==> src/common/gpc_defines.vh <==
`ifndef GPC_DEFINES_VH
`define GPC_DEFINES_VH
// Bus command codes (ATN true, low seven bits)
`define GPC_CMD_UNL 7'h3f
`define GPC_CMD_UNT 7'h5f
`define GPC_CMD_SPE 7'h18
`define GPC_CMD_SPD 7'h19
`define GPC_CMD_DCL 7'h14
`define GPC_CMD_SDC 7'h04
`define GPC_CMD_GTL 7'h01
`define GPC_CMD_LLO 7'h11
// Address groups: bits 6..5 select listen or talk group
`define GPC_GRP_LISTEN 2'h1
`define GPC_GRP_TALK 2'h2
// Program code letters and their latch addresses
`define GPC_CODE_FIRST 7'h4b
`define GPC_CODE_LAST 7'h5a
`define GPC_LATCH_AM 4'h2
`define GPC_LATCH_FM 4'h3
`define GPC_LATCH_FREQ 4'h5
// Argument characters are ASCII 0x30..0x3f
`define GPC_ARG_LO 7'h30
`define GPC_ARG_HI 7'h3f
`define GPC_LATCH_CNT 16
`define GPC_FREQ_DIGITS 9
// Status byte returned during serial poll
`define GPC_STB_RESET 8'h00
`endif

==> src/design/gpc_buf2.v <==
`timescale 1ns/1ns
// Two-entry buffer between handshake front end and parser
module gpc_buf2 (
    // Clock and reset
    input wire mclk,
    input wire resetn,
    // Fill side
    input wire in_valid,
    output wire in_ready,
    input wire [7:0] in_data,
    // Drain side
    output wire out_valid,
    input wire out_ready,
    output wire [7:0] out_data
);

reg [7:0] mem_r [0:1];
reg wr_ptr_r;
reg rd_ptr_r;
reg [1:0] cnt_r;

assign in_ready = (cnt_r != 2'h2);
assign out_valid = (cnt_r != 2'h0);
assign out_data = mem_r[rd_ptr_r];

// ----------------------------------------
// Storage and pointers
// ----------------------------------------
// Order is kept: one write and one read pointer, strictly FIFO
always @(posedge mclk or negedge resetn) begin
    if (!resetn) begin
        mem_r[0] <= 8'h00;
        mem_r[1] <= 8'h00;
        wr_ptr_r <= 1'b0;
        rd_ptr_r <= 1'b0;
        cnt_r <= 2'h0;
    end else begin
        if (in_valid && in_ready) begin
            mem_r[wr_ptr_r] <= in_data;
            wr_ptr_r <= ~wr_ptr_r;
        end
        if (out_valid && out_ready)
            rd_ptr_r <= ~rd_ptr_r;
        case ({in_valid && in_ready, out_valid && out_ready})
            2'b10: cnt_r <= cnt_r + 2'h1;
            2'b01: cnt_r <= cnt_r - 2'h1;
            default: cnt_r <= cnt_r;
        endcase
    end
end

endmodule // gpc_buf2

==> src/design/gpc_parser.v <==
`timescale 1ns/1ns
`include "gpc_defines.vh"
// Contract
// - Characters are taken only through the three-wire handshake.
// - The ATN management line separates data from address and command characters; the character value tells address from command.
// - Matching talk or listen address enters talker or listener state.
// - Bus commands such as serial poll enable are decoded and executed.
// - Data goes to the parser only while addressed to listen.
// - Each program code maps to one latch holding one function setting.
// - Characters of a string are processed strictly in arrival order.
// - Latch address increments after each stored argument, except the first nine digits at the frequency latch.
// - A new program code reloads the latch address.
// - Amplitude and frequency modulation codes are recognised.
// - Local-to-remote transition captures front-panel settings.
// - Remote frequency digits load straight into the first frequency register.
module gpc_parser (
    // Clock and reset
    input wire mclk,
    input wire resetn,
    // Bus data and handshake (active low pins)
    input wire [7:0] dio_n_i,
    output wire [7:0] dio_n_o,
    output wire [7:0] dio_n_oe,
    input wire dav_n_i,
    output wire dav_n_o,
    output wire dav_n_oe,
    input wire nrfd_n_i,
    output wire nrfd_n_o,
    output wire nrfd_n_oe,
    input wire ndac_n_i,
    output wire ndac_n_o,
    output wire ndac_n_oe,
    // Bus management lines
    input wire atn_n_i,
    input wire ifc_n_i,
    input wire ren_n_i,
    input wire eoi_n_i,
    output wire srq_n_o,
    output wire srq_n_oe,
    // Instrument configuration
    input wire [4:0] bus_addr,
    input wire [7:0] status_byte,
    input wire service_req,
    // Front-panel settings for local-to-remote capture
    input wire [63:0] panel_settings,
    // Selector latches and strobes
    output reg [63:0] latch_data_r,
    output reg [15:0] latch_strobe_r,
    output reg remote_amplitude_mod_strobe,
    output reg remote_frequency_mod_strobe,
    output reg parser_cycle_trigger,
    output reg [35:0] freq_reg1_r,
    // State indicators
    output reg remote_r,
    output reg talker_r,
    output reg listener_r,
    output reg clear_pulse_r
);

// ----------------------------------------
// Synchronisers and helpers
// ----------------------------------------
reg [7:0] dio_s1_r, dio_s2_r;
reg [4:0] ctl_s1_r, ctl_s2_r;
reg [1:0] hs_s1_r, hs_s2_r;
reg remote_nxt;

// Pins are asynchronous to mclk; two stages before any use
always @(posedge mclk or negedge resetn) begin
    if (!resetn) begin
        dio_s1_r <= 8'h00;
        dio_s2_r <= 8'h00;
        ctl_s1_r <= 5'h00;
        ctl_s2_r <= 5'h00;
        hs_s1_r <= 2'h0;
        hs_s2_r <= 2'h0;
    end else begin
        dio_s1_r <= ~dio_n_i;
        dio_s2_r <= dio_s1_r;
        ctl_s1_r <= {~atn_n_i, ~ifc_n_i, ~ren_n_i, ~eoi_n_i, 1'b0};
        ctl_s2_r <= ctl_s1_r;
        hs_s1_r <= {~dav_n_i, ~ndac_n_i};
        hs_s2_r <= hs_s1_r;
    end
end

wire dav = hs_s2_r[1];
wire ndac_act = hs_s2_r[0];
wire atn = ctl_s2_r[4];
wire ifc = ctl_s2_r[3];
wire ren = ctl_s2_r[2];

// Program letter to latch address
function [3:0] code_addr;
    input [6:0] ch;
    reg [6:0] d;
    begin
        d = ch - `GPC_CODE_FIRST;
        code_addr = d[3:0];
    end
endfunction

function is_code;
    input [6:0] ch;
    begin
        is_code = (ch >= `GPC_CODE_FIRST) && (ch <= `GPC_CODE_LAST);
    end
endfunction

// ----------------------------------------
// Acceptor handshake
// ----------------------------------------
localparam AH_IDLE = 2'h0;
localparam AH_TAKE = 2'h1;
localparam AH_WAIT = 2'h2;
reg [1:0] ah_r;
reg accept_r;
reg [7:0] char_r;
reg char_atn_r;
wire buf_in_ready;
reg spoll_r;

// NRFD held while the buffer is full so no word is lost
assign nrfd_n_oe = (ah_r != AH_IDLE) || !buf_in_ready;
assign nrfd_n_o = 1'b0;
assign ndac_n_oe = (ah_r != AH_WAIT);
assign ndac_n_o = 1'b0;
// Talker side only answers serial poll with one byte
reg src_dav_r;
assign dav_n_oe = src_dav_r;
assign dav_n_o = 1'b0;
assign dio_n_oe = src_dav_r ? 8'hff : 8'h00;
assign dio_n_o = ~status_byte;
assign srq_n_oe = service_req && !spoll_r;
assign srq_n_o = 1'b0;

always @(posedge mclk or negedge resetn) begin
    if (!resetn) begin
        ah_r <= AH_IDLE;
        accept_r <= 1'b0;
        char_r <= 8'h00;
        char_atn_r <= 1'b0;
    end else begin
        accept_r <= 1'b0;
        case (ah_r)
            AH_IDLE: if (dav && buf_in_ready) begin
                ah_r <= AH_TAKE;
            end
            AH_TAKE: begin
                char_r <= dio_s2_r;
                char_atn_r <= atn;
                accept_r <= 1'b1;
                ah_r <= AH_WAIT;
            end
            AH_WAIT: if (!dav) begin
                ah_r <= AH_IDLE;
            end
            default: ah_r <= AH_IDLE;
        endcase
    end
end

// ----------------------------------------
// Address, command and remote control
// ----------------------------------------
wire [6:0] c7 = char_r[6:0];
wire is_lsn = c7[6:5] == `GPC_GRP_LISTEN;
wire is_tlk = c7[6:5] == `GPC_GRP_TALK;
wire data_ok = accept_r && !char_atn_r && listener_r;

// Classification happens on each character accepted with ATN true
always @(posedge mclk or negedge resetn) begin
    if (!resetn) begin
        talker_r <= 1'b0;
        listener_r <= 1'b0;
        spoll_r <= 1'b0;
        clear_pulse_r <= 1'b0;
        src_dav_r <= 1'b0;
    end else begin
        clear_pulse_r <= 1'b0;
        if (ifc) begin
            talker_r <= 1'b0;
            listener_r <= 1'b0;
            spoll_r <= 1'b0;
        end else if (accept_r && char_atn_r) begin
            if (c7 == `GPC_CMD_UNL)
                listener_r <= 1'b0;
            else if (c7 == `GPC_CMD_UNT)
                talker_r <= 1'b0;
            else if (is_lsn && c7[4:0] == bus_addr)
                listener_r <= 1'b1;
            else if (is_tlk)
                talker_r <= (c7[4:0] == bus_addr);
            else if (c7 == `GPC_CMD_SPE)
                spoll_r <= 1'b1;
            else if (c7 == `GPC_CMD_SPD)
                spoll_r <= 1'b0;
            else if (c7 == `GPC_CMD_DCL ||
                     (c7 == `GPC_CMD_SDC && listener_r))
                clear_pulse_r <= 1'b1;
        end
        // Source one status byte while serial polled and talking
        if (!atn && talker_r && spoll_r && !src_dav_r && !ndac_act)
            src_dav_r <= 1'b1;
        else if (src_dav_r && atn)
            src_dav_r <= 1'b0;
    end
end

// Remote latch: GTL to a listener drops remote for one cycle, as listening re-sets it; REN release always does
always @* begin
    remote_nxt = remote_r;
    if (!ren)
        remote_nxt = 1'b0;
    else if (listener_r)
        remote_nxt = 1'b1;
    if (accept_r && char_atn_r && c7 == `GPC_CMD_GTL && listener_r)
        remote_nxt = 1'b0;
end

// ----------------------------------------
// Buffer between bus and program parser
// ----------------------------------------
wire pb_valid;
wire [7:0] pb_data;
gpc_buf2 u_buf (
    .mclk(mclk),
    .resetn(resetn),
    .in_valid(data_ok),
    .in_ready(buf_in_ready),
    .in_data(char_r),
    .out_valid(pb_valid),
    .out_ready(1'b1),
    .out_data(pb_data)
);

// ----------------------------------------
// Program parser
// ----------------------------------------
reg [3:0] addr_r;
wire [6:0] p7 = pb_data[6:0];
wire p_arg = (p7 >= `GPC_ARG_LO) && (p7 <= `GPC_ARG_HI);
wire [3:0] p_addr = code_addr(p7);
reg [3:0] freq_cnt_r;

// Buffer drains one char per cycle in order
always @(posedge mclk or negedge resetn) begin
    if (!resetn) begin
        remote_r <= 1'b0;
        addr_r <= 4'h0;
        latch_data_r <= 64'h0;
        latch_strobe_r <= 16'h0000;
        remote_amplitude_mod_strobe <= 1'b0;
        remote_frequency_mod_strobe <= 1'b0;
        parser_cycle_trigger <= 1'b0;
        freq_reg1_r <= 36'h0;
        freq_cnt_r <= 4'h0;
    end else begin
        remote_r <= remote_nxt;
        latch_strobe_r <= 16'h0000;
        remote_amplitude_mod_strobe <= 1'b0;
        remote_frequency_mod_strobe <= 1'b0;
        parser_cycle_trigger <= 1'b0;
        if (remote_nxt && !remote_r)
            latch_data_r <= panel_settings;
        else if (pb_valid) begin
            parser_cycle_trigger <= 1'b1;
            if (is_code(p7)) begin
                addr_r <= p_addr;
                freq_cnt_r <= 4'h0;
            end else if (p_arg) begin
                latch_data_r[addr_r*4 +: 4] <= p7[3:0];
                latch_strobe_r[addr_r] <= 1'b1;
                if (addr_r == `GPC_LATCH_AM)
                    remote_amplitude_mod_strobe <= 1'b1;
                if (addr_r == `GPC_LATCH_FM)
                    remote_frequency_mod_strobe <= 1'b1;
                if (addr_r == `GPC_LATCH_FREQ &&
                    freq_cnt_r < `GPC_FREQ_DIGITS) begin
                    freq_reg1_r <= {freq_reg1_r[31:0], p7[3:0]};
                    freq_cnt_r <= freq_cnt_r + 4'h1;
                end else
                    addr_r <= addr_r + 4'h1;
            end
        end
    end
end

endmodule // gpc_parser

==> config.mk <==
export PLATFORM = sky130hd
export DESIGN_NAME = gpc_parser
export DESIGN_NICKNAME = d
export VERILOG_FILES = /design/src/design/gpc_buf2.v /design/src/design/gpc_parser.v
export VERILOG_INCLUDE_DIRS = /design/src /design/src/common
export SDC_FILE = /design/constraint.sdc
export NUM_CORES = 1
export LEC_CHECK = 0
export BUFFER_PORTS_ARGS = -buffer_cell sky130_fd_sc_hd__buf_2
export CAP_MARGIN = 20
export CORE_MARGIN = 2
export CORE_UTILIZATION = 30
export DETAILED_ROUTE_END_ITERATION = 8
export SLEW_MARGIN = 40
export SYNTH_ARGS = -nofsm -noshare
export SYNTH_HDL_FRONTEND = slang
export SYNTH_SLANG_ARGS = --single-unit
==> constraint.sdc <==
create_clock -name mclk -period 3.4 [get_ports mclk]
set_input_delay 0.68 -clock mclk [delete_from_list [all_inputs] [get_ports mclk]]
set_output_delay 0.68 -clock mclk [all_outputs]
set_load 0.02 [all_outputs]
## Word-level counts from Yosys, hierarchy flattened

Cells that the tools add are included.

| operators by class | value |
|---|---|
| add/subtract/negate cells | 6 |
| magnitude comparators | 10 |
| equality and inequality tests | 29 |
| shift operators | 2 |
| mux-type cells | 74 |
| bitwise logic cells | 14 |
| reductions and logical operators | 51 |

Operators by type and width:

| operator | number |
|---|---|
| two-way mux 64 bit | 4 |
| bitwise mux 64 bit | 1 |
| two-way mux 16 bit | 4 |
| variable shift 4 x 34 -> 64 bit, first input constant | 1 |
| indexed part select 4 x 34 -> 64 bit | 1 |
| two-way mux 1 bit | 47 |
| negation 6 -> 34 bit | 1 |
| two-way mux 4 bit | 6 |
| equality test 7 x 5 -> 1 bit, second input constant | 3 |
| logical AND 1 bit | 21 |
| two-way mux 7 bit | 3 |
| != test 2 bit, second input constant | 10 |
| nonzero test 2 bit | 9 |
| bitwise mux 16 bit | 1 |
| two-way mux 8 bit | 2 |
| NOT 8 bit | 2 |
| AND reduction 4 bit | 3 |
| NOT 1 bit | 10 |
| nonzero test 3 bit | 3 |
| adder 4 x 1 -> 4 bit, second input constant | 2 |
| demux 8 bit (select 1 bit) | 1 |
| equality test 4 x 2 -> 1 bit, second input constant | 2 |
| equality test 7 x 1 -> 1 bit, second input constant | 1 |
| equality test 7 x 3 -> 1 bit, second input constant | 1 |
| other kinds (31) | 47 |

| storage, ports and cells | value |
|---|---|
| bits in registers | 193 |
| input bits | 95 |
| output and inout bits | 147 |
| word-level logic and storage cells | 215 |

## Longest topological paths before layout

Gate-level depths: netlist of the first run.

| logic depth | value |
|---|---|
| depth after elaboration | 12 |
| gate-level depth with buffers | 12 |
| mapped depth without buffers | 7 |

## Modules after synthesis

Synthesis of the first run repeated with hierarchy kept, for this count alone.

| second synthesis, totals | value |
|---|---|
| cells, all modules | 771 |
| area, all modules | 8644.5 um^2 |

By module, submodules not included:

| module | times used | cells each | area an instance (um^2) | seq. area each (um^2) |
|---|---|---|---|---|
| gpc_parser | 1 | 711 | 7676.1 | 4229.1 |
| gpc_buf2 | 1 | 60 | 968.4 | 500.5 |

## Worst setup path before layout of the first run

OpenSTA, ideal clock, no wires.

| timing | value |
|---|---|
| kind | reg-to-reg |
| start point | register u_buf.rd_ptr_r |
| end point | register freq_reg1_r[17] |
| library setup time | 0.125 ns |
| arrival time | 2.788 ns |
| required time | 3.275 ns |
| path slack | 0.487 ns |
| stages on the path, launching flop included | 13 |
| buffers on the path | 5 |
| clock period less this slack | 2.913 ns |
| path through | dfrtp_1 buf_6 buf_2 mux2i_1 inv_1 ha_1 nand2b_2 buf_6 o211a_4 nand3_2 buf_6 buf_6 mux2_4 |

| on the way | value |
|---|---|
| word-level cells in the longest chain between the ends | 8 |
| elaborated cells between the ends (all ways) | 12 |
| those cells by class | order compare: 4; mux: 3; bitwise: 2; reduce/logical: 3 |

RTL lines:

| item | line | RTL |
|---|---|---|
| start, declared | gpc_buf2.v:19 | `reg rd_ptr_r;` |
| start signal, assigned | gpc_buf2.v:43 | `rd_ptr_r <= ~rd_ptr_r;` |
| NOT 1 -> 2 bit (implied by the code) (*) | gpc_buf2.v:24 | `assign out_data = mem_r[rd_ptr_r];` |
| two-way mux 7 bit (implied by the code) (*) (3 in series) | gpc_buf2.v:24 |  |
| net pb_data[0] | gpc_parser.v:225 | `wire [7:0] pb_data;` |
| >= comparator 7 bit (no line) / <= comparator 7 bit (equally long branches) | n/a |  |
| logical AND 1 bit | gpc_parser.v:106 | `` is_code = (ch >= `GPC_CODE_FIRST) && (ch <= `GPC_CODE_LAST); `` |
| NOT 1 bit (no line) | n/a |  |
| AND reduction 5 bit (no line) (*) | n/a |  |
| end signal, assigned | gpc_parser.v:280 | `freq_reg1_r <= {freq_reg1_r[31:0], p7[3:0]};` |
| end, declared | gpc_parser.v:52 | `output reg [35:0] freq_reg1_r,` |

Mark *: on every way through the listed nets, which the timed path passes. The rest lies on a longest branch. The select of a mux whose other input is x is not followed.
A chain may end at the register's enable or synchronous reset.

## Worst setup path after layout of the first run

| timing | value |
|---|---|
| start point | register u_buf.rd_ptr_r |
| end point | register latch_data_r[21] |

| on the way | value |
|---|---|
| word-level cells in the longest chain between the ends | 10 |
| elaborated cells between the ends (all ways) | 19 |
| those cells by class | order compare: 4; eq/ne: 1; shift: 1; mux: 8; bitwise: 1; reduce/logical: 4 |

RTL lines:

| item | line | RTL |
|---|---|---|
| NOT 1 -> 2 bit (implied by the code) (*) | gpc_buf2.v:24 |  |
| two-way mux 7 bit (implied by the code) (*) (3 in series) | gpc_buf2.v:24 |  |
| net pb_data[1] | gpc_parser.v:225 |  |
| branches (longest 6 deep; another with >= comparator 7 bit) | n/a |  |
| end signal, assigned | gpc_parser.v:265 | `latch_data_r <= panel_settings;` |
| end signal, assigned by index | gpc_parser.v:272 | `latch_data_r[addr_r*4 +: 4] <= p7[3:0];` |
| end, declared | gpc_parser.v:47 | `output reg [63:0] latch_data_r,` |

Mark *: on every way through the listed nets, which the timed path passes. The select of a mux whose other input is x is not followed.

==> impl_metrics.py, run 1 <==
metrics = {
    "setup_path": {
        "critical_path.max_stage_delay_ns": 0.56,
        "setup.worst_path.start_class": "register",
        "cp_data_required_time_ns": 3.72,
        "critPathSlowestCell": "dfrtp_1",
        "crit_chain": "buf_4 -> mux2i_1 -> inv_1 -> ha_1 -> nand2b_2 -> o211ai_2 -> buf_4 -> nor4_1 -> a221o_1",
        "crit-reg2reg-launch": "u_buf.rd_ptr_r",
        "r2r_end": "latch_data_r[21]",
        "worst_r2r_path_depth": 9,
        "timing.critical_path.from": "u_buf.rd_ptr_r",
        "crit_top_cell": "buf_4",
        "critical_path_class": "register to register",
        "timing.critical_path.to": "latch_data_r[21]",
        "rrSetupSlack_ns": 0.40,
        "setup.worst_path.end_class": "register",
        "crit_path_max_fanout": 12,
        "timing.critical_path.arrival_ns": 3.32,
    },
    "global_routing": {
        "global_route.usage.met3_pct": 3.71,
        "grt_pass1_vias": 6289,
        "maximum_number_of_pins_on_one_net_before_global_route_repair": 86,
        "global_route.usage.total_pct": 16.2,
        "globalRouteOverflowTotal": 0,
        "grt.busiest_layer": "met2",
        "grt_pass1_wl_um": 36600,
        "grt_use_met1_pct": 23.0,
        "met2_usage_pct": 24.3,
        "grt_antenna_before_repair": 0,
    },
    "clock_network": {
        "cts.hold.buffers_added": 0,
        "cts-resized-gates": 0,
        "clk_latency_ns": 0.44,
        "cts.clk_slew.worst_paths_ns": 0.07,
        "postCtsSetupRepairBufs": 0,
        "clock_buffer_depth": 2,
        "numCtsBuffers": 17,
        "cts_tree": "done",
        "cts.sink_count": 184,
        "cts_htree_levels": 4,
        "cts.root.buffer_cell": "clkbuf_16",
    },
    "power_and_ir_drop": {
        "max-vdd-ir-drop_mv": 0.386,
        "power_per_cell_area_mw_per_mm2": 485,
        "leakage_power_nw": 5.15,
    },
    "route": {
        "dr.pass1.iters": 5,
        "route.detailed.vias_per_inst": 4.90,
        "dr_total_vias": 6590,
        "drcViolationCount": 0,
        "route.antenna.remaining_nets": 0,
        "route.detailed.wl_per_inst_um": 17.8,
        "postRouteWirelength_um": 24000,
        "drtIter0Drc": 572,
    },
    "yosys": {
        "synth_async_reset_ratio_pct": 100,
        "ys_top_cells_by_count": "dfrtp_1, nand2_1, inv_1",
        "yosys-top-cells-area": "dfrtp_1, mux2_2, mux2_4, nand2_1, a221o_1",
        "ys_seq_elements": 184,
        "synth_ff_type": "dfrtp_1",
        "netlist-cell-type-count": 71,
        "syn_area_mm2": 0.00851,
        "synth_sequential_area_ratio_pct": 54.1,
        "syn-instance-count": 726,
        "synth-warning-count": 0,
        "mapped_avg_cell_area_um2": 11.7,
        "yosysTopAreaCellShare_pct": 54.1,
        "synth_edf_count": 0,
        "post-synth-top-count-cell": "dfrtp_1",
        "synth_largest_area_cell": "dfrtp_1",
    },
    "timing": {
        "fin_crit_sh_pct": 88.2,
        "timing.slew.headroom_pct": 49.0,
        "unrepaired_setup_endpoints_after_global_routing": "no",
        "clock_skew_ns": 0.0164,
        "tightestPinTransition_ns": 0.761,
        "fin_tns_setup_ns": 0,
        "clock.fmax_ghz": 0.334,
        "timing.final.max_slew_violations": 0,
        "finalHoldWorstSlack_ns": 0.267,
        "timing_hold_violations_final": 0,
        "final-setup-viol-count": 0,
        "postLayoutSetupSlackWorst_ns": 0.402,
        "min_period_ns": 3.00,
    },
    "floorplan": {
        "floorplan.io_pins": 242,
        "num_rows": 61,
        "floorplan.initialDensity_pct": 30.5,
        "core_region_area_mm2": 0.0279,
        "die_width_um": 172,
        "dieHeight_um": 172,
        "design.die.area_mm2": 0.0297,
    },
    "run": {
        "drv_cap": 0,
    },
    "finish": {
        "antenna-diode-count": 0,
        "layout-drive-gt1-share_pct": 38.6,
        "net_count_final": 1058,
        "layout.filler_cells": 2758,
        "growth_of_design_area_from_synthesis_to_finish_pct": 25.0,
    },
    "place": {
        "gp_congestion": 0.821,
        "dp_slack_ns": 0.453,
        "numPortBuffers": 234,
        "hpwlAfterDp_um": 17600,
    },
    "status": {
        "outcome": "complete, no violations",
    },
    "min_path": {
        "min_path_type": "input port to asynchronous set/reset pin",
    },
}
[routing by layer]
metal  routed length, um  part of all wire, %
met5                   0                    0
met4                 477                  2.0
met3                1200                  5.0
met2               11100                   46
met1               11200                   47
[registers in the layout (all words and copies together), names as in the netlist, 3 cells and up]
signal          count
freq_reg1_r        36
char_r              7
ctl_s1_r            3
dio_s2_r            7
latch_data_r       64
ctl_s2_r            3
latch_strobe_r     14
addr_r              4
u_buf.mem_r        14
freq_cnt_r          4
dio_s1_r            7
[cell type report]
| cell class | count | area, um^2 | area share (%) |
|---|---|---|---|
| Clock inverter | 13 | 135 | 1.27 |
| Multi-Input combinational cell | 445 | 3420 | 32.1 |
| Timing Repair Buffer | 257 | 1380 | 13.0 |
| Tap cell | 378 | 473 | 4.45 |
| Inverter | 49 | 184 | 1.73 |
| Sequential cell | 184 | 4600 | 43.3 |
| Clock buffer | 19 | 443 | 4.17 |
[cells in the final DEF, fill, tap and decap left out, drive strengths merged, types with 7 or more instances in the layout]
cell type / Yosys / final
inv: 49 / 54
nand2b: 7 / 7
a221o: 25 / 25
nor2b: 9 / 9
nand2: 75 / 75
ha: 9 / 9
nand3: 19 / 19
o221ai: 14 / 14
o211ai: 32 / 32
and2: 24 / 24
nor2: 29 / 29
dfrtp: 184 / 184
a31oi: 11 / 11
nor3: 9 / 9
o311ai: 12 / 12
o21ai: 8 / 8
mux2: 58 / 58
mux2i: 8 / 8
and3: 14 / 14
buf: 36 / 256
clkbuf: 15 / 20
clkinv: 0 / 7
[logic make-up after synthesis]
kind of cell	after synthesis	share of synthesized area, %
AND/OR/NAND/NOR	215	13.5
flip-flops	184	54.1
AO/OA/AOI/OAI	142	14.7
buffers and inverters	100	5.96
multiplexers	66	9.46
adder cells (fa/ha/maj)	9	1.32
XOR/XNOR	9	0.927
other	1	0.0441
[critical path: cells and delay by family, from the launching register on]
kind                     cells  cell delay (ns)
AO/OA/AOI/OAI                2             0.83
buffers and inverters        3             0.64
flip-flops                   1             0.56
AND/OR/NAND/NOR              2             0.38
multiplexers                 1             0.25
adder cells (fa/ha/maj)      1             0.21
[worst min-delay path by stage]
stage / to / cells after the start / from
2_1_floorplan: ctl_s2_r[2] / 0 / ctl_s1_r[2]
3_3_place_gp: dio_s2_r[4] / 0 / dio_s1_r[4]
3_5_place_dp: dio_s2_r[0] / 0 / dio_s1_r[0]
4_1_cts: freq_reg1_r[33] / 1 / resetn
5_1_grt: latch_data_r[13] / 1 / resetn
6_report: latch_data_r[17] / 1 / resetn
[through the flow]
stage | power, mW | instances | instance area [um^2] | utilization, %
floorplan | 2.93 | 729 | 8520 | -
global placement | 3.24 | 1313 | 10000 | 36.1
detailed placement | 3.26 | 1313 | 10000 | 36.1
CTS | 5.24 | 1345 | 10600 | 38.1
global route | 5.41 | 1345 | 10600 | 38.2
finish | 5.16 | 1345 | 10600 | 38.2
[where the power goes]
| group | leakage, nW | switching, mW | internal, mW |
|---|---|---|---|
| logic | 2.58 | 0.383 | 0.285 |
| registers | 2.29 | 0.188 | 2.35 |
| clock network | 0.280 | 0.962 | 0.994 |
Power figures use the tool's default switching activity.
==> run 2: changes to the inputs <==
==> constraint.sdc (replaced) <==
create_clock -name mclk -period 3.4 [get_ports mclk]
set_input_delay 0.17 -clock mclk [delete_from_list [all_inputs] [get_ports mclk]]
set_output_delay 0.17 -clock mclk [all_outputs]
set_load 0.02 [all_outputs]
==> run 2 against run 1 <==
Net effect: final cell count rose by 3.9%; non-clock buffer count grew 53; global-route usage is 0.36 points higher; maximum frequency up 5.9%; die area stayed put; largest cell class unchanged; critical path depth is 1 lower; via count grew 3.1%; wire length up 2.6%; combinational power grew 8.4%; clock skew increased by 0.0012 ns; clock power rose by 5%; register-to-register slack improved by 0.17 ns; critical endpoint unchanged.
==> impl_metrics.py, run 2 (same netlist as run 1, synthesis figures left out) <==
metrics = {
    "status": {
        "outcome": "complete, no violations",
    },
    "power_and_ir_drop": {
        "leakage_power_nw": 5.40,
        "power_per_cell_area_mw_per_mm2": 472,
        "max-vdd-ir-drop_mv": 0.356,
    },
    "clock_network": {
        "cts-resized-gates": 0,
        "cts.sink_count": 184,
        "numCtsBuffers": 17,
        "clk_latency_ns": 0.45,
        "cts_tree": "done",
        "postCtsSetupRepairBufs": 0,
        "clock_buffer_depth": 2,
        "cts.root.buffer_cell": "clkbuf_16",
        "cts_htree_levels": 4,
        "cts.clk_slew.worst_paths_ns": 0.08,
    },
    "place": {
        "gp_congestion": 0.803,
        "hpwlAfterDp_um": 17700,
        "numPortBuffers": 234,
        "place_area_mm2": 0.0100,
    },
    "finish": {
        "antenna-diode-count": 0,
        "net_count_final": 1111,
        "register_containing_the_most_flip_flops_in_the_final_layout": "latch_data_r",
        "largestRegisters": "latch_data_r: 64 flops, freq_reg1_r: 36 flops",
        "growth_of_design_area_from_synthesis_to_finish_pct": 32.1,
        "layout_common_cells": "buf_2, dfrtp_1, nand2_1",
        "layout.filler_cells": 2739,
        "postLayoutCellArea_mm2": 0.0112,
        "largest_register_ff_count": 64,
        "layout-drive-gt1-share_pct": 36.5,
        "final_common_cell": "buf_2",
    },
    "setup_path": {
        "crit_path_max_fanout": 18,
        "cp_data_required_time_ns": 3.72,
        "critical_path_class": "register to register",
        "setup.worst_path.end_class": "register",
        "timing.critical_path.arrival_ns": 3.15,
        "setup.worst_path.start_class": "register",
    },
    "global_routing": {
        "grt_antenna_before_repair": 0,
        "globalRouteOverflowTotal": 0,
        "grt_pass1_vias": 6549,
        "maximum_number_of_pins_on_one_net_before_global_route_repair": 85,
        "global_route.usage.total_pct": 16.5,
        "grt_pass1_wl_um": 37300,
    },
    "timing": {
        "clock_skew_ns": 0.0176,
        "timing_hold_violations_final": 0,
        "clock.fmax_ghz": 0.353,
        "fin_crit_sh_pct": 83.3,
        "min_period_ns": 2.83,
        "final-setup-viol-count": 0,
        "tightestPinTransition_ns": 0.818,
        "fin_tns_setup_ns": 0,
        "unrepaired_setup_endpoints_after_global_routing": "no",
        "timing.slew.headroom_pct": 45.2,
        "timing.final.max_slew_violations": 0,
    },
    "route": {
        "route.antenna.remaining_nets": 0,
        "drcViolationCount": 0,
        "drtIter0Drc": 436,
        "route.detailed.wl_per_inst_um": 17.6,
        "postRouteWirelength_um": 24600,
        "route.detailed.vias_per_inst": 4.86,
        "dr.pass1.iters": 4,
        "dr_total_vias": 6793,
    },
    "run": {
        "drv_cap": 0,
    },
    "floorplan": {
        "die_width_um": 172,
        "num_rows": 61,
        "core_region_area_mm2": 0.0279,
        "floorplan.initialDensity_pct": 30.5,
        "dieHeight_um": 172,
        "floorplan.io_pins": 242,
        "design.die.area_mm2": 0.0297,
    },
    "min_path": {
        "min_path_type": "input port to register",
    },
}
[run 2: final timing paths]
kind,slack [ns],from,end,cells past startpoint
min in group asynchronous,0.33,resetn,latch_data_r[17],2
worst max-delay path,0.57,u_buf.rd_ptr_r,latch_data_r[21],8
worst max register to register,0.57,u_buf.rd_ptr_r,latch_data_r[21],8
worst min register to register,0.35,dio_s1_r[4],dio_s2_r[4],0
worst min-delay path,0.03,panel_settings[63],latch_data_r[63],3
max in group asynchronous,2.32,resetn,latch_strobe_r[4],3
[run 2: layout make-up]
cell class / instances / area (um^2) / area share, %
tap: 378 / 473 / 4.21
multi-input combinational: 445 / 3420 / 30.4
clock inverter: 15 / 203 / 1.80
inverter: 49 / 184 / 1.64
clock buffer: 17 / 425 / 3.79
sequential: 184 / 4600 / 41.0
timing repair buffer: 310 / 1930 / 17.2
[run 2: power by group]
part | leakage (nW) | switching [mW] | internal [mW] | total, mW
combinational | 2.81 | 0.397 | 0.327 | 0.724
sequential | 2.29 | 0.187 | 2.35 | 2.54
clock | 0.297 | 1.03 | 1.01 | 2.05
total | 5.40 | 1.62 | 3.69 | 5.31
[run 2: worst max-delay path, stage by stage (launching register included)]
cell,delay [ns]
dfrtp_1,0.65
mux2i_1,0.30
inv_1,0.08
ha_1,0.21
nand2b_2,0.29
o211ai_2,0.42
buf_4,0.34
nor4_1,0.11
a221o_1,0.29
[run 2: metal layers]
metal / wire length [um] / part of all wire (%) / global-route usage (%) / vias to the layer above
met5: 0 / 0 / 0 / -
met4: 505 / 2.1 / 5.59 / 0
met3: 1290 / 5.3 / 4.14 / 33
met2: 11600 / 47 / 25.9 / 203
met1: 11200 / 45 / 22.2 / 3375
li1: - / - / - / 3182
[run 2: metrics by stage]
step / std cells / total power [mW] / util [%] / setup slack (ns) / hold slack, ns
5_1_grt: 1398 / 5.54 / 40.3 / 0.261 / 0.00446
3_5_place_dp: 1310 / 3.26 / 36.0 / 0.601 / 0.278
2_1_floorplan: 729 / 2.93 / - / 0.487 / -0.126
6_report: 1398 / 5.31 / 40.3 / 0.569 / 0.0268
3_3_place_gp: 1310 / 3.24 / 36.0 / 0.631 / 0.260
4_1_cts: 1398 / 5.38 / 40.3 / 0.564 / 0.0000354
[run 2: what timing repair did]
| item | CTS | global route |
|---|---|---|
| hold buffers | 56 | 0 |
| endpoints found under the setup margin | 0 | 0 |
| hold endpoints to repair | 137 | 0 |
==> run 3: changes to the inputs <==
Clock period 3.4 ns to 2.7 ns, I/O delays scaled along.
==> run 3 against run 2 <==
Net effect: sequential power increased by 25%; global-route usage up 0.19 points; sequential share of layout area shrank 0.71 points; clock-buffer cell count increased by 2; flip-flop and latch count unchanged; final cell count up 1.6%; cell area increased by 1.8%; clock power increased by 30%; hold slack worse by 0.011 ns; wire length rose by 1.1%; critical path type unchanged; largest cell class unchanged; highest routed layer unchanged.
==> impl_metrics.py, run 3 (same netlist as run 1, synthesis figures left out) <==
metrics = {
    "clock_network": {
        "cts_htree_levels": 4,
        "cts_tree": "done",
        "numCtsBuffers": 17,
        "cts.clk_slew.worst_paths_ns": 0.07,
        "cts.sink_count": 184,
        "clk_latency_ns": 0.43,
        "clock_buffer_depth": 2,
        "postCtsSetupRepairBufs": 0,
        "cts.root.buffer_cell": "clkbuf_16",
    },
    "setup_path": {
        "crit-reg2reg-launch": "u_buf.rd_ptr_r",
        "critical_path_class": "register to register",
        "crit_path_max_fanout": 38,
        "setup.worst_path.end_class": "register",
        "timing.critical_path.arrival_ns": 2.87,
        "setup.worst_path.start_class": "register",
        "r2r_end": "freq_reg1_r[12]",
        "worst_r2r_path_depth": 8,
        "cp_data_required_time_ns": 3.01,
        "rrSetupSlack_ns": 0.14,
    },
    "global_routing": {
        "grt_antenna_before_repair": 0,
        "global_route.usage.met3_pct": 4.35,
        "grt_pass1_vias": 6727,
        "met2_usage_pct": 26.3,
        "globalRouteOverflowTotal": 0,
        "grt_pass1_wl_um": 37900,
        "grt_use_met1_pct": 22.4,
        "maximum_number_of_pins_on_one_net_before_global_route_repair": 86,
        "global_route.usage.total_pct": 16.7,
        "grt.busiest_layer": "met2",
    },
    "run": {
        "drv_cap": 0,
    },
    "finish": {
        "growth_of_design_area_from_synthesis_to_finish_pct": 34.5,
        "layout-drive-gt1-share_pct": 37.5,
        "antenna-diode-count": 0,
        "largest_register_ff_count": 64,
        "layout_common_cells": "buf_2, dfrtp_1, nand2_1",
        "largestRegisters": "latch_data_r: 64 flops, freq_reg1_r: 36 flops",
        "register_containing_the_most_flip_flops_in_the_final_layout": "latch_data_r",
        "net_count_final": 1134,
        "final_common_cell": "buf_2",
        "utilization_pct": 41.1,
    },
    "place": {
        "hpwlAfterDp_um": 18100,
        "numPortBuffers": 234,
        "gp_congestion": 0.831,
    },
    "floorplan": {
        "core_region_area_mm2": 0.0279,
        "die_width_um": 172,
        "floorplan.io_pins": 242,
        "dieHeight_um": 172,
        "num_rows": 61,
        "floorplan.initialDensity_pct": 30.5,
        "design.die.area_mm2": 0.0297,
    },
    "timing": {
        "timing.final.max_slew_violations": 0,
        "fin_tns_setup_ns": 0,
        "timing_hold_violations_final": 0,
        "final-setup-viol-count": 0,
        "fin_crit_sh_pct": 95.0,
        "tightestPinTransition_ns": 0.576,
        "clock.fmax_ghz": 0.390,
        "clock_skew_ns": 0.0142,
        "timing.slew.headroom_pct": 61.5,
        "min_period_ns": 2.56,
        "unrepaired_setup_endpoints_after_global_routing": "no",
    },
    "status": {
        "outcome": "complete, no violations",
    },
    "route": {
        "drtIter0Drc": 421,
        "dr.pass1.iters": 5,
        "dr_total_vias": 6897,
        "postRouteWirelength_um": 24900,
        "route.antenna.remaining_nets": 0,
        "drcViolationCount": 0,
        "route.detailed.vias_per_inst": 4.85,
        "route.detailed.wl_per_inst_um": 17.5,
    },
    "min_path": {
        "whs_path_depth": 3,
        "holdPathEnd": "latch_data_r[24]",
        "min_path_type": "input port to register",
        "worstHoldStart": "panel_settings[24]",
    },
    "power_and_ir_drop": {
        "max-vdd-ir-drop_mv": 0.355,
        "leakage_power_nw": 5.52,
        "power_per_cell_area_mw_per_mm2": 594,
    },
}
==> run 3: repair_timing <==
item / in CTS / in global routing
endpoints found under the setup margin: 0 / 11
hold buffers: 60 / 0
resized for setup: 0 / 2
hold endpoints to repair: 101 / 0
==> run 3: worst max-delay path, cell delays in order (launching register included) <==
cell      delay, ns
dfrtp_1        0.51
mux2i_4        0.29
inv_1          0.08
ha_1           0.23
nand2b_2       0.29
o211a_4        0.33
nand3_2        0.09
buf_12         0.24
mux2_2         0.37
==> run 3: final cells by class <==
cell class	count	area, um^2
Clock buffer	19	443
Clock inverter	13	188
Fill cell	2733	16400
Inverter	49	184
Multi-Input combinational cell	445	3450
Sequential cell	184	4600
Tap cell	378	473
Timing Repair Buffer	333	2100
==> run 3: worst max-delay path by stage <==
stage,cells after the start,slack (ns),startpoint,end
floorplan,12,0.02,u_buf.rd_ptr_r,freq_reg1_r[17]
detailed placement,8,0.15,u_buf.rd_ptr_r,freq_reg1_r[12]
CTS,8,0.15,u_buf.rd_ptr_r,freq_reg1_r[12]
global placement,8,0.20,u_buf.rd_ptr_r,freq_reg1_r[35]
global route,8,0.002,u_buf.rd_ptr_r,freq_reg1_r[13]
finish,8,0.14,u_buf.rd_ptr_r,freq_reg1_r[12]
==> run 3: routing by layer <==
layer	up-vias	part of all wire, %
met2	237	48
met1	3406	45
li1	3225	-
met4	0	1.9
met5	-	0
met3	29	5.7
==> run 3: per-stage QoR <==
| step | total power, mW | setup WS, ns | hold slack (ns) | instances | area (um^2) |
|---|---|---|---|---|---|
| floorplan | 3.69 | 0.0155 | -0.161 | 729 | 8540 |
| global placement | 4.12 | 0.202 | 0.0975 | 1329 | 10200 |
| detailed placement | 4.13 | 0.155 | 0.105 | 1329 | 10200 |
| CTS | 6.89 | 0.148 | 0.00174 | 1421 | 11400 |
| global route | 7.10 | 0.00171 | 0.00673 | 1421 | 11400 |
| finish | 6.79 | 0.136 | 0.0154 | 1421 | 11400 |
==> run 3: power by group <==
group / leakage (nW) / internal, mW / switching, mW
clock: 0.301 / 1.51 / 1.15
sequential: 2.29 / 2.96 / 0.221
combinational: 2.93 / 0.435 / 0.515
